**src/inc/xcvr_ctrl_pkg.sv**
```systemverilog
// shared constants, frame layout and state encodings for the transceiver control link
package xcvr_ctrl_pkg;

  // frame header, vector bit 0 goes out first: 0, 1, 1
  localparam logic [2:0] HEADER_BITS = 3'h6;
  // transceiver addresses
  localparam logic [2:0] OWN_ADDR = 3'h1;
  localparam logic [2:0] BCAST_ADDR = 3'h7;

  // register indices
  localparam logic [3:0] IDX_COMMON = 4'h0;
  localparam logic [3:0] IDX_MODE = 4'h1;
  localparam logic [3:0] IDX_POWER = 4'h2;
  localparam logic [3:0] IDX_RESET = 4'hD;
  localparam logic [3:0] IDX_EXT = 4'hF;

  // reset values of the control registers
  localparam logic [4:0] CTRL0_DEFAULT = 5'h14;
  localparam logic [7:0] CTRL1_DEFAULT = 8'h00;
  localparam logic [7:0] CTRL2_DEFAULT = 8'h70;
  // value loaded when a mode write is refused
  localparam logic [7:0] CTRL1_FALLBACK = 8'h00;
  // only the upper nibble of the power register exists
  localparam logic [7:0] CTRL2_MASK = 8'hF0;

  // common control bit positions
  localparam int PM_BIT = 0;
  localparam int OEN_BIT = 1;
  localparam int LED_BIT = 2;
  localparam int ACK_PULSE_ENABLE_BIT = 4;

  // accepted infrared mode codes
  localparam logic [7:0] MODE_SLOW = 8'h00;
  localparam logic [7:0] MODE_MEDIUM = 8'h01;
  localparam logic [7:0] MODE_FAST = 8'h02;
  localparam logic [7:0] MODE_SLOW_ALT = 8'h03;
  localparam logic [7:0] MODE_VERY_FAST = 8'h05;
  localparam logic [7:0] MODE_SLOW_ALT2 = 8'h08;

  // consecutive low write-line samples that force recovery
  localparam logic [4:0] LOW_RESET_EDGES = 5'h1E;
  // answer slots skipped by read frames
  localparam logic [4:0] READ_SLOTS = 5'h08;
  localparam logic [4:0] EXT_READ_SLOTS = 5'h10;

  // link clock timing of the controller end
  localparam int CLK_PERIOD_NS = 100;
  localparam int SCLK_HALF_NS = 800;
  localparam int SCLK_HALF_CYCLES = (SCLK_HALF_NS + CLK_PERIOD_NS - 1) / CLK_PERIOD_NS;

  // controller register map (byte offsets)
  localparam logic [3:0] REG_FRAME = 4'h0;
  localparam logic [3:0] REG_STATUS = 4'h4;
  localparam logic [3:0] REG_RECOVER = 4'h8;
  // frame register fields
  localparam int FRAME_DATA_LSB = 0;
  localparam int FRAME_IDX_LSB = 8;
  localparam int FRAME_ADDR_LSB = 12;
  localparam int FRAME_SPECIAL_BIT = 15;
  // status register fields
  localparam int STAT_BUSY_BIT = 0;
  localparam int STAT_ACK_BIT = 1;

  // frame lengths in link clock cycles, trailing answer slot included
  localparam logic [5:0] LEN_WRITE = 6'h16;
  localparam logic [5:0] LEN_SPECIAL = 6'h0D;
  localparam logic [5:0] LEN_RECOVER = 6'h21;
  // remaining count while the last stop bit is on the line
  localparam logic [5:0] ACK_SAMPLE_LEFT = 6'h02;

  // device frame decoder states
  typedef enum logic [2:0] {
    ST_HDR,
    ST_IDX,
    ST_ADR,
    ST_CT,
    ST_DAT,
    ST_SKIP,
    ST_STOP
  } dev_state_t;

endpackage

```
**src/inc/xcvr_link_if.sv**
```systemverilog
// serial control link between controller and transceiver
`timescale 1ns/1ps
interface xcvr_link_if;
  logic sclk; // link clock from the controller
  logic transmit_write_line; // controller data, shared with transmit
  logic receive_answer_line; // device answer, shared with receive
  logic receive_answer_oe_n; // low while the device drives the answer line

  modport ctrl_end (
    output sclk,
    output transmit_write_line,
    input receive_answer_line,
    input receive_answer_oe_n
  );

  modport xcvr_end (
    input sclk,
    input transmit_write_line,
    output receive_answer_line,
    output receive_answer_oe_n
  );
endinterface

```
**src/logic/link_sync.sv**
```systemverilog
// two flip-flop synchroniser for a small group of foreign-domain levels
`timescale 1ns/1ps
module link_sync #(
  parameter int W = 1
) (
  input wire logic clk_i,
  input wire logic rst_n_i,
  input wire logic [W-1:0] async_i,
  output logic [W-1:0] sync_o
);
  import xcvr_ctrl_pkg::*;

  // first stage feeds only the second stage
  typedef struct packed {
    logic [W-1:0] meta;
    logic [W-1:0] stable;
  } sync_state_t;

  sync_state_t q; // registered state
  sync_state_t d; // next state

  // shift one stage per clock
  always_comb begin
    d = q;
    d.meta = async_i;
    d.stable = q.meta;
  end

  // synchronous reset to zero
  always_ff @(posedge clk_i) begin
    if (!rst_n_i) begin
      q <= '0;
    end else begin
      q <= d;
    end
  end

  assign sync_o = q.stable;
endmodule

```
**src/logic/serial_control_slave.sv**
```systemverilog
// transceiver end: frame decoder, control registers and acknowledge driver
//
// The address-and-strobe port and the placing of the registers are this design's own decisions.
`timescale 1ns/1ps

// Overview of operation
// - undecodable commands leave registers unchanged
// - bad read frames give no answer
// - bad write frames never acknowledge
// - broadcast reads give no answer
// - no reaction means answer line untouched
// - thirty low samples reset state and registers
// - sample write line on link rising edge
// - fields travel least significant bit first
// - accept own or broadcast address only
// - follow every frame to its end
// - special command restores all register defaults
// - other special codes are invalid
// - write frame layout header index address type data stops
// - escape index only for extended reads
// - write data sets addressed register
// - writes arrive on clock and write lines
// - extended command forms are unsupported
// - one line each way
// - controller keeps link clock below limit
// - acknowledge pulse when both enables set
// - bad mode value loads fallback, no acknowledge
module serial_control_slave (
  input wire logic clk_i,
  input wire logic rst_n_i,
  input wire logic receiver_data_i,
  xcvr_link_if.xcvr_end link,
  output logic power_mode_o,
  output logic led_enable_o,
  output logic [7:0] ir_mode_o,
  output logic [3:0] led_power_o
);
  import xcvr_ctrl_pkg::*;

  // whole device state in one record
  typedef struct packed {
    dev_state_t st; // decoder position
    logic [4:0] cnt; // bit counter inside a field
    logic [3:0] idx; // register index being gathered
    logic [2:0] adr; // transceiver address being gathered
    logic rw; // command type bit, 1 for write
    logic [7:0] data; // data byte being gathered
    logic stop_bad; // a stop bit was high
    logic [4:0] low_cnt; // consecutive low samples
    logic sclk_prev; // last synchronised link clock level
    logic [4:0] ctrl0; // common control register
    logic [7:0] ctrl1; // infrared mode register
    logic [7:0] ctrl2; // power level register
    logic ack; // acknowledge slot active
    logic rx; // answer line level
    logic oe_n; // answer line enable, low drives
  } dev_q_t;

  dev_q_t q; // registered state
  dev_q_t d; // next state

  logic [2:0] sync_in; // link clock, write line, receiver
  logic [2:0] synced; // the same after two flops
  logic sclk_s; // synchronised link clock
  logic wbit; // synchronised write line
  logic rxd_s; // synchronised receiver output
  logic rise; // link clock rising edge seen
  logic frame_end; // last stop bit taken
  logic ok; // command executed successfully
  logic recover; // line-low recovery fires

  // accepted mode codes; anything else is refused
  function automatic logic mode_valid(input logic [7:0] v);
    case (v)
      MODE_SLOW, MODE_MEDIUM, MODE_FAST, MODE_SLOW_ALT, MODE_VERY_FAST, MODE_SLOW_ALT2:
        mode_valid = 1'b1;
      default:
        mode_valid = 1'b0;
    endcase
  endfunction

  // counter that stops at the recovery threshold
  function automatic logic [4:0] sat_inc(input logic [4:0] v);
    sat_inc = (v == LOW_RESET_EDGES) ? v : v + 5'h01;
  endfunction

  // the link clock is foreign and may idle, so it is sampled, not used as a clock
  assign sync_in = {receiver_data_i, link.transmit_write_line, link.sclk};

  link_sync #(
    .W(3)
  ) u_sync (
    .clk_i(clk_i),
    .rst_n_i(rst_n_i),
    .async_i(sync_in),
    .sync_o(synced)
  );

  assign sclk_s = synced[0];
  assign wbit = synced[1];
  assign rxd_s = synced[2];

  // decoder and registers stepped once per link rising edge, answer line refreshed every clock
  always_comb begin
    d = q;
    ok = 1'b0;
    frame_end = 1'b0;
    recover = 1'b0;
    rise = sclk_s & ~q.sclk_prev;
    d.sclk_prev = sclk_s;
    if (rise) begin
      // acknowledge lasts exactly one link clock cycle
      d.ack = 1'b0;
      // low-line watchdog runs in every state
      d.low_cnt = wbit ? 5'h00 : sat_inc(q.low_cnt);
      recover = ~wbit && (sat_inc(q.low_cnt) == LOW_RESET_EDGES);
      case (q.st)
        ST_HDR: begin
          // hunt for 0,1,1 before decoding anything
          if (wbit == HEADER_BITS[q.cnt[1:0]]) begin
            if (q.cnt == 5'h02) begin
              d.st = ST_IDX;
              d.cnt = 5'h00;
            end else begin
              d.cnt = q.cnt + 5'h01;
            end
          end else begin
            // a stray 0 may itself start a header
            d.cnt = wbit ? 5'h00 : 5'h01;
          end
        end
        ST_IDX: begin
          d.idx = {wbit, q.idx[3:1]};
          if (q.cnt == 5'h03) begin
            d.st = ST_ADR;
            d.cnt = 5'h00;
          end else begin
            d.cnt = q.cnt + 5'h01;
          end
        end
        ST_ADR: begin
          d.adr = {wbit, q.adr[2:1]};
          d.stop_bad = 1'b0;
          d.cnt = 5'h00;
          if (q.cnt == 5'h02) begin
            // the special command has no type bit, stops follow directly
            d.st = (q.idx == IDX_RESET) ? ST_STOP : ST_CT;
          end else begin
            d.cnt = q.cnt + 5'h01;
          end
        end
        ST_CT: begin
          d.rw = wbit;
          if (wbit) begin
            d.st = ST_DAT;
            d.cnt = 5'h00;
          end else begin
            // reads are followed but never answered
            d.st = ST_SKIP;
            d.cnt = (q.idx == IDX_EXT) ? EXT_READ_SLOTS - 5'h01 : READ_SLOTS - 5'h01;
          end
        end
        ST_DAT: begin
          d.data = {wbit, q.data[7:1]};
          if (q.cnt == 5'h07) begin
            d.st = ST_STOP;
            d.cnt = 5'h00;
          end else begin
            d.cnt = q.cnt + 5'h01;
          end
        end
        ST_SKIP: begin
          if (q.cnt == 5'h00) begin
            d.st = ST_STOP;
          end else begin
            d.cnt = q.cnt - 5'h01;
          end
        end
        ST_STOP: begin
          d.stop_bad = q.stop_bad | wbit;
          if (q.cnt == 5'h01) begin
            d.st = ST_HDR;
            d.cnt = 5'h00;
            frame_end = 1'b1;
          end else begin
            d.cnt = q.cnt + 5'h01;
          end
        end
        default: begin
          d.st = ST_HDR;
          d.cnt = 5'h00;
        end
      endcase
      // act only on clean frames for this device
      if (frame_end && !(q.stop_bad || wbit)
          && (q.adr == OWN_ADDR || q.adr == BCAST_ADDR)) begin
        if (q.idx == IDX_RESET) begin
          // the only special command implemented
          d.ctrl0 = CTRL0_DEFAULT;
          d.ctrl1 = CTRL1_DEFAULT;
          d.ctrl2 = CTRL2_DEFAULT;
          ok = 1'b1;
        end else if (q.rw) begin
          // read frames fall through here without effect
          case (q.idx)
            IDX_COMMON: begin
              d.ctrl0 = q.data[4:0];
              ok = 1'b1;
            end
            IDX_MODE: begin
              if (mode_valid(q.data)) begin
                d.ctrl1 = q.data;
                ok = 1'b1;
              end else begin
                d.ctrl1 = CTRL1_FALLBACK;
              end
            end
            IDX_POWER: begin
              d.ctrl2 = q.data & CTRL2_MASK;
              ok = 1'b1;
            end
            default: begin
              // unused and escape indices change nothing
              ok = 1'b0;
            end
          endcase
        end
      end
      // acknowledge only individual, successful, enabled writes
      if (ok && q.rw | (q.idx == IDX_RESET) && q.adr == OWN_ADDR
          && d.ctrl0[ACK_PULSE_ENABLE_BIT] && d.ctrl0[OEN_BIT]) begin
        d.ack = 1'b1;
      end
    end
    if (recover) begin
      // back to header hunt with default registers
      d.st = ST_HDR;
      d.cnt = 5'h00;
      d.ctrl0 = CTRL0_DEFAULT;
      d.ctrl1 = CTRL1_DEFAULT;
      d.ctrl2 = CTRL2_DEFAULT;
      d.ack = 1'b0;
    end
    // answer line: acknowledge, else receiver unless disconnected by the enable
    d.oe_n = ~d.ctrl0[OEN_BIT];
    d.rx = d.ack ? 1'b0 : (d.ctrl0[ACK_PULSE_ENABLE_BIT] ? 1'b1 : rxd_s);
  end

  // register the whole state; defaults as after power-up
  always_ff @(posedge clk_i) begin
    if (!rst_n_i) begin
      q <= '0;
      q.st <= ST_HDR;
      q.ctrl0 <= CTRL0_DEFAULT;
      q.ctrl1 <= CTRL1_DEFAULT;
      q.ctrl2 <= CTRL2_DEFAULT;
      q.rx <= 1'b1;
      q.oe_n <= 1'b1;
    end else begin
      q <= d;
    end
  end

  // every output straight from the state register
  assign link.receive_answer_line = q.rx;
  assign link.receive_answer_oe_n = q.oe_n;
  assign power_mode_o = q.ctrl0[PM_BIT];
  assign led_enable_o = q.ctrl0[LED_BIT];
  assign ir_mode_o = q.ctrl1;
  assign led_power_o = q.ctrl2[7:4];
endmodule

```
**src/flat_wrapper.sv**
```systemverilog
// flat-port wrapper written by rule: the top's interface ports become plain ports
module serial_control_slave_flat import xcvr_ctrl_pkg::*;
  (clk_i, rst_n_i, receiver_data_i, power_mode_o, led_enable_o, ir_mode_o, led_power_o, link_sclk, link_transmit_write_line, link_receive_answer_line, link_receive_answer_oe_n);
  xcvr_link_if link_i ();
  input wire logic clk_i;
  input wire logic rst_n_i;
  input wire logic receiver_data_i;
  output logic power_mode_o;
  output logic led_enable_o;
  output logic [7:0] ir_mode_o;
  output logic [3:0] led_power_o;
  input wire logic [$bits(link_i.sclk)-1:0] link_sclk;
  input wire logic [$bits(link_i.transmit_write_line)-1:0] link_transmit_write_line;
  output wire logic [$bits(link_i.receive_answer_line)-1:0] link_receive_answer_line;
  output wire logic [$bits(link_i.receive_answer_oe_n)-1:0] link_receive_answer_oe_n;
  assign link_i.sclk = link_sclk;
  assign link_i.transmit_write_line = link_transmit_write_line;
  assign link_receive_answer_line = link_i.receive_answer_line;
  assign link_receive_answer_oe_n = link_i.receive_answer_oe_n;
  serial_control_slave u_core (.clk_i(clk_i), .rst_n_i(rst_n_i), .receiver_data_i(receiver_data_i), .link(link_i), .power_mode_o(power_mode_o), .led_enable_o(led_enable_o), .ir_mode_o(ir_mode_o), .led_power_o(led_power_o));
endmodule
```
**config.mk**
```make
export PLATFORM = sky130hd
export DESIGN_NAME = serial_control_slave_flat
export DESIGN_NICKNAME = d
export VERILOG_FILES = /design/src/inc/xcvr_ctrl_pkg.sv /design/src/inc/xcvr_link_if.sv /design/src/logic/link_sync.sv /design/src/logic/serial_control_slave.sv /design/src/flat_wrapper.sv
export SDC_FILE = /design/constraint.sdc
export NUM_CORES = 1
export LEC_CHECK = 0
export BUFFER_PORTS_ARGS = -buffer_cell sky130_fd_sc_hd__buf_2
export CAP_MARGIN = 15
export CORE_MARGIN = 5
export CORE_UTILIZATION = 50
export DETAILED_ROUTE_END_ITERATION = 8
export GPL_TIMING_DRIVEN = 1
export PLACE_DENSITY_LB_ADDON = 0.05
export SLEW_MARGIN = 20
export SYNTH_ARGS = -nofsm -noshare
export SYNTH_HDL_FRONTEND = slang
export SYNTH_SLANG_ARGS = --single-unit
```
**constraint.sdc**
```tcl
create_clock -name clk_i -period 3.33 [get_ports clk_i]
set_clock_uncertainty 0.05 [all_clocks]
set_input_delay 0.666 -clock clk_i [delete_from_list [all_inputs] [get_ports clk_i]]
set_output_delay 0.666 -clock clk_i [all_outputs]
set_load 0.05 [all_outputs]
```
=== After elaboration in Yosys (flattened, before gate mapping) ===
Cells that the tools add are included.

* Add/sub/neg operators: 3
* Equal/unequal tests: 37
* Bitwise operators: 7
* Reductions and logical operators: 28
* Divide/modulo/power cells: 0
* $mul: 0
* Shift-type cells: 0
* Order comparisons: 1
* Muxes and demuxes: 52

{| class="wikitable"
|+ Operator list
! operator !! count
|-
| $mux 21 || 4
|-
| $pmux 8 s7 || 1
|-
| $mux 5 || 9
|-
| $mux 22 || 2
|-
| $mux 3 || 8
|-
| $mux 8 || 3
|-
| $mux 1 || 20
|-
| $eq 8x2->1 const B || 2
|-
| $ne 2x1->1 const B || 7
|-
| $eq 3x3->1 const B || 4
|-
| $reduce_and 2->1 || 6
|-
| $reduce_and 4->1 || 3
|-
| $add 5x1->5 const B || 2
|-
| $eq 5x2->1 const B || 2
|-
| $eq 5x5->1 const B || 2
|-
| $ne 3x3->1 const B || 3
|-
| $eq 4x4->1 const B || 2
|-
| $eq 8x1->1 const B || 1
|-
| $eq 8x3->1 const B || 1
|-
| $eq 8x4->1 const B || 1
|-
| $logic_not 8->1 || 1
|-
| $reduce_and 8->1 || 1
|-
| $logic_and 1x1->1 || 7
|-
| $eq 3x1->1 const B || 2
|-
| other kinds (25) || 34
|}

* Input bits: 5
* Register bits: 61
* Bits in latches: 0
* Memory bits (read-only): 0
* Memories: 0
* Memory bits (writable): 0

=== Logic depth before layout (Yosys ltp) ===
* Depth in word-level cells: 23
* Depth in mapped cells: 8
* Mapped depth without buffers: 7

=== Modules after synthesis ===
Synthesis repeated with hierarchy kept, for this count alone.

* Cell total of the unflattened synthesis: 359
* Area, all modules: 3,084.2 µm²

{| class="wikitable"
|+ By module, submodules not included
! module !! times used !! area an instance (µm²) !! cells an instance !! seq. area each (µm²)
|-
| serial_control_slave || 1 || 2,926.6 || 347 || 1,001.0
|-
| link_sync || 1 || 157.7 || 12 || 120.1
|}

=== Worst setup path before layout ===
Ideal clock, no wire load.

* Kind: flip-flop to flip-flop
* Start: register u_core.q[47] (netlist name)
* End: register u_core.q[53] (netlist name)
* Data arrival time: 2.201 ns
* Path buffers: 1
* Stages on the path, launching flop included: 9
* Clock period less this slack: 2.322 ns
* Slack: 1.008 ns
* Required time: 3.208 ns
* Cells stage by stage: dfxtp_1 inv_1 ha_1 or4b_1 buf_2 a32oi_2 nand3_2 or4_1 a21oi_1

* Cells in the longest elaborated chain, start to end: 5
* Elaborated cells between the ends (all ways): 16
* Those cells by class: eq/ne: 12; mux: 2; reduce/logical: 2

{| class="wikitable"
|+ Ends and longest elaborated chain
! element !! line !! text
|-
| from (decl) || serial_control_slave.sv:59 || <nowiki>dev_q_t q;</nowiki>
|-
| $bmux 1 s2 || serial_control_slave.sv:120 || <nowiki>if (wbit == HEADER_BITS[q.cnt[1:0]]) begin</nowiki>
|-
| $mux 1 (not written as such) || serial_control_slave.sv:120 ||
|-
| $eq 1x1->1 || serial_control_slave.sv:120 ||
|-
| $ne 2x1->1 (no source line) || n/a ||
|-
| $reduce_and 8->1 (no source line) (*) || n/a ||
|}

Every way passes the cells marked *; elsewhere a longest branch is shown, timed or not. The select of a mux whose other input is x is not followed.
A chain may end at the register's enable or synchronous reset.

=== Final worst setup path ===
Same ends and word-level chain as after synthesis.

==> reports/qor.yml <==
drc: 0
synth_top_cell_by_area: "dfxtp_1"
fin_nets: 375
cts_buffer_depth: 2
whs_path_depth: 1
r2r-end: "u_core.q[53]"
synth_edf_count: 0
synth.area.top_cells: "dfxtp_1 (36%), mux2i_1 (4.2%), nand2_1 (3.3%), a21oi_1 (3.1%), nand3_1 (3.1%)"
fp.dieH_um: 88.9
worst_pin_slew_ns: 0.757
hold_path_end: "u_core.u_sync.sync_o[2]"
postCtsHoldBufs: 0
viasPerCell: 5.90
cts_setup_buffers: 0
wl_mm: 7.01
cts.clk_slew.worst_paths_ns: 0.10
finalSetupViolations: 0
syn_to_final_growth_pct: 5.71
initial_utilization_pct: 52.0
htreeDepth: 2
synth_compound_area_share_pct: 19.1
muxShareOfSynthArea_pct: 4.54
syn_nets: 380
async_reset_ff_share_pct: 0
place_congestion: 0.884
yosysTopAreaCellShare_pct: 36.0
yosysMostFrequentCell: "dfxtp_1"
grt_usage_pct: 19.1
outcome: "complete, no violations"
design.die.area_um2: 7910
required_ns: 3.52
synthSimpleGateAreaFrac_pct: 28.3
grt_overflow: 0
die_w_um: 88.9
diodes: 0
hpwl_mm: 4.90
timing.hold.ws_ns: 0.391
grt_pass1_wl_mm: 11.9
hp-start: "u_core.u_sync.d[2]"
slowest_stage: "or4b_1"
slowest_delay_ns: 0.58
seqCellArea_um2: 1120
dp_slack_ns: 0.770
clk_latency_ns: 0.30
cts_tree: "done"
dr_total_vias: 2584
period_share_pct: 78.1
antenna_found_initial: 0
syn_area_um2: 3110
cts_root_buf: "clkbuf_8"
crit_fanout: 7
slew_viol_final: 0
io_buffers: 20
grt_pass1_vias: 2460
drtPass1Iterations: 4
synth_cells: 368
reg2reg_from: "u_core.q[47]"
coreArea_um2: 5990
rr_worst_depth: 7
rsz0062_at_grt: "no"
maxSlewHeadroom_pct: 49.1
fin_setup_tns_ns: 0
synthAdderAreaFrac_pct: 2.81
postCtsResizedCells: 0
ir_drop_mv: 0.231
yosys.cell_types.count: 65
drtIter0Drc: 135
path_class: "reg -> reg"
regToRegSetupSlack_ns: 0.73
drive_above_1_share_pct: 13.5
ioPinCount: 21
synth_ff_type: "dfxtp_1"
timing.fmax_ghz: 0.385
synth-xor-area-share_pct: 1.97
nFillCells: 568
wl_per_cell_um: 16.0
drv_cap: 0
yosys_register_bits: 56
arrival_ns: 2.79
end_kind: "flip-flop"
p_leak_nw: 1.19
synth_seq_area_share_pct: 36.0
period_needed_ns: 2.60
grt_max_degree: 32
hold_violations: 0
p_per_area_nw_per_um2: 377
layout_setup_ws_ns: 0.730
ant_nets: 0
rows: 28
yosys_warnings: 0
final_util_pct: 54.9
cts_inserted_buffers: 5
syn_area_per_cell_um2: 8.46
synth_top_family_by_area: "simple AND/OR/NAND/NOR gates"
synthTopCellsByCount: "dfxtp_1 (56), nand2_1 (27), clkbuf_1 (23), a21oi_1 (19), nand3_1 (19)"
path_cells: "inv_1 > ha_1 > or4b_1 > a32oi_2 > nand3_2 > or4_1 > a21oi_1"
critPathLaunchType: "flip-flop"
clock_sinks: 56
worstHoldPathType: "reg -> reg"
multi_input_area_um2: 1770
## routing by layer
metal / vias up / routed length [um] / track usage [%] / share of wire (%)
met2: 39 / 3300 / 31.4 / 47
li1: 1305 / - / - / -
met1: 1228 / 3270 / 25.5 / 47
met5: - / 0 / 0 / 0
met4: 0 / 155 / 7.14 / 2.2
met3: 12 / 277 / 2.49 / 4.0
## area by class of cell
cell class | instances | share of cell area (%)
well taps | 75 | 2.85
clock buffers | 5 | 2.09
repair buffers | 26 | 4.41
inverters | 8 | 0.912
clock inverters | 2 | 1.82
flip-flops and latches | 56 | 34.1
multi-input cells | 266 | 53.9
## kinds of logic after synthesis
group	count (synthesis)
AND/OR/NAND/NOR	152
AO/OA/AOI/OAI	86
flip-flops	56
buffers and inverters	46
multiplexers	14
XOR/XNOR	7
adder cells (fa/ha/maj)	7
## state kept, by name, summed over array words and instances, names as in the netlist
name / count
u_core.ir_mode_o: 8
u_core.led_enable_o: 1
u_core.led_power_o: 4
u_core.link.receive_answer_line: 1
u_core.link.receive_answer_oe_n: 1
u_core.power_mode_o: 1
u_core.q: 34
u_core.u_sync.d: 3
u_core.u_sync.sync_o: 3
## cells in the final DEF (no fill, tap or decap), drive strengths merged, types with 2 or more instances in the layout
| master | synthesis | final |
|---|---|---|
| nor2 | 21 | 21 |
| o22ai | 3 | 3 |
| clkbuf | 23 | 5 |
| o211ai | 3 | 3 |
| a21boi | 10 | 10 |
| mux2i | 13 | 13 |
| nand2b | 4 | 4 |
| a21oi | 19 | 19 |
| or3 | 3 | 3 |
| ha | 7 | 7 |
| nor3 | 6 | 6 |
| a211oi | 2 | 2 |
| nand2 | 27 | 27 |
| or4b | 3 | 3 |
| a21o | 3 | 3 |
| or3b | 4 | 4 |
| nand3b | 2 | 2 |
| nand3 | 20 | 20 |
| nor4 | 5 | 5 |
| dfxtp | 56 | 56 |
| and2 | 13 | 13 |
| o31ai | 4 | 4 |
| nand4b | 2 | 2 |
| a31oi | 7 | 7 |
| buf | 15 | 26 |
| o21ai | 18 | 18 |
| nor2b | 13 | 13 |
| a32oi | 2 | 2 |
| and3 | 7 | 7 |
| nand4 | 6 | 6 |
| nor3b | 7 | 7 |
| a2111oi | 2 | 2 |
| bufinv | 0 | 2 |
| o31a | 2 | 2 |
| or4 | 3 | 3 |
| xnor2 | 6 | 6 |
| inv | 8 | 8 |
## where the power goes
part           internal (mW)  total (mW)  switching [mW]
Clock                  0.296       0.508           0.212
Sequential             0.674       0.678         0.00372
Combinational         0.0206      0.0551          0.0345
Total                  0.991        1.24           0.250
## metrics by stage
stage	instance area, um2	std cells	power (mW)
2_1_floorplan	3110	368	0.731
6_report	3290	438	1.24
5_1_grt	3290	438	1.29
3_3_place_gp	3160	431	0.748
4_1_cts	3290	438	1.26
3_5_place_dp	3160	431	0.749
## how the worst max path moves through the flow
stage                             from      endpoint  depth (start not counted)
after floorplan           u_core.q[47]  u_core.q[53]                          8
after global placement    u_core.q[47]  u_core.q[53]                          7
after detailed placement  u_core.q[47]  u_core.q[53]                          7
after CTS                 u_core.q[47]  u_core.q[53]                          7
after global routing      u_core.q[47]  u_core.q[53]                          7
final                     u_core.q[47]  u_core.q[53]                          7
## critical path: cells and delay by family, from the launching register on
kind                     cells  cell delay (ns)
adder cells (fa/ha/maj)      1             0.18
buffers and inverters        1             0.15
flip-flops                   1             0.38
AND/OR/NAND/NOR              3             1.31
AO/OA/AOI/OAI                2             0.49
Power figures use the tool's default switching activity.
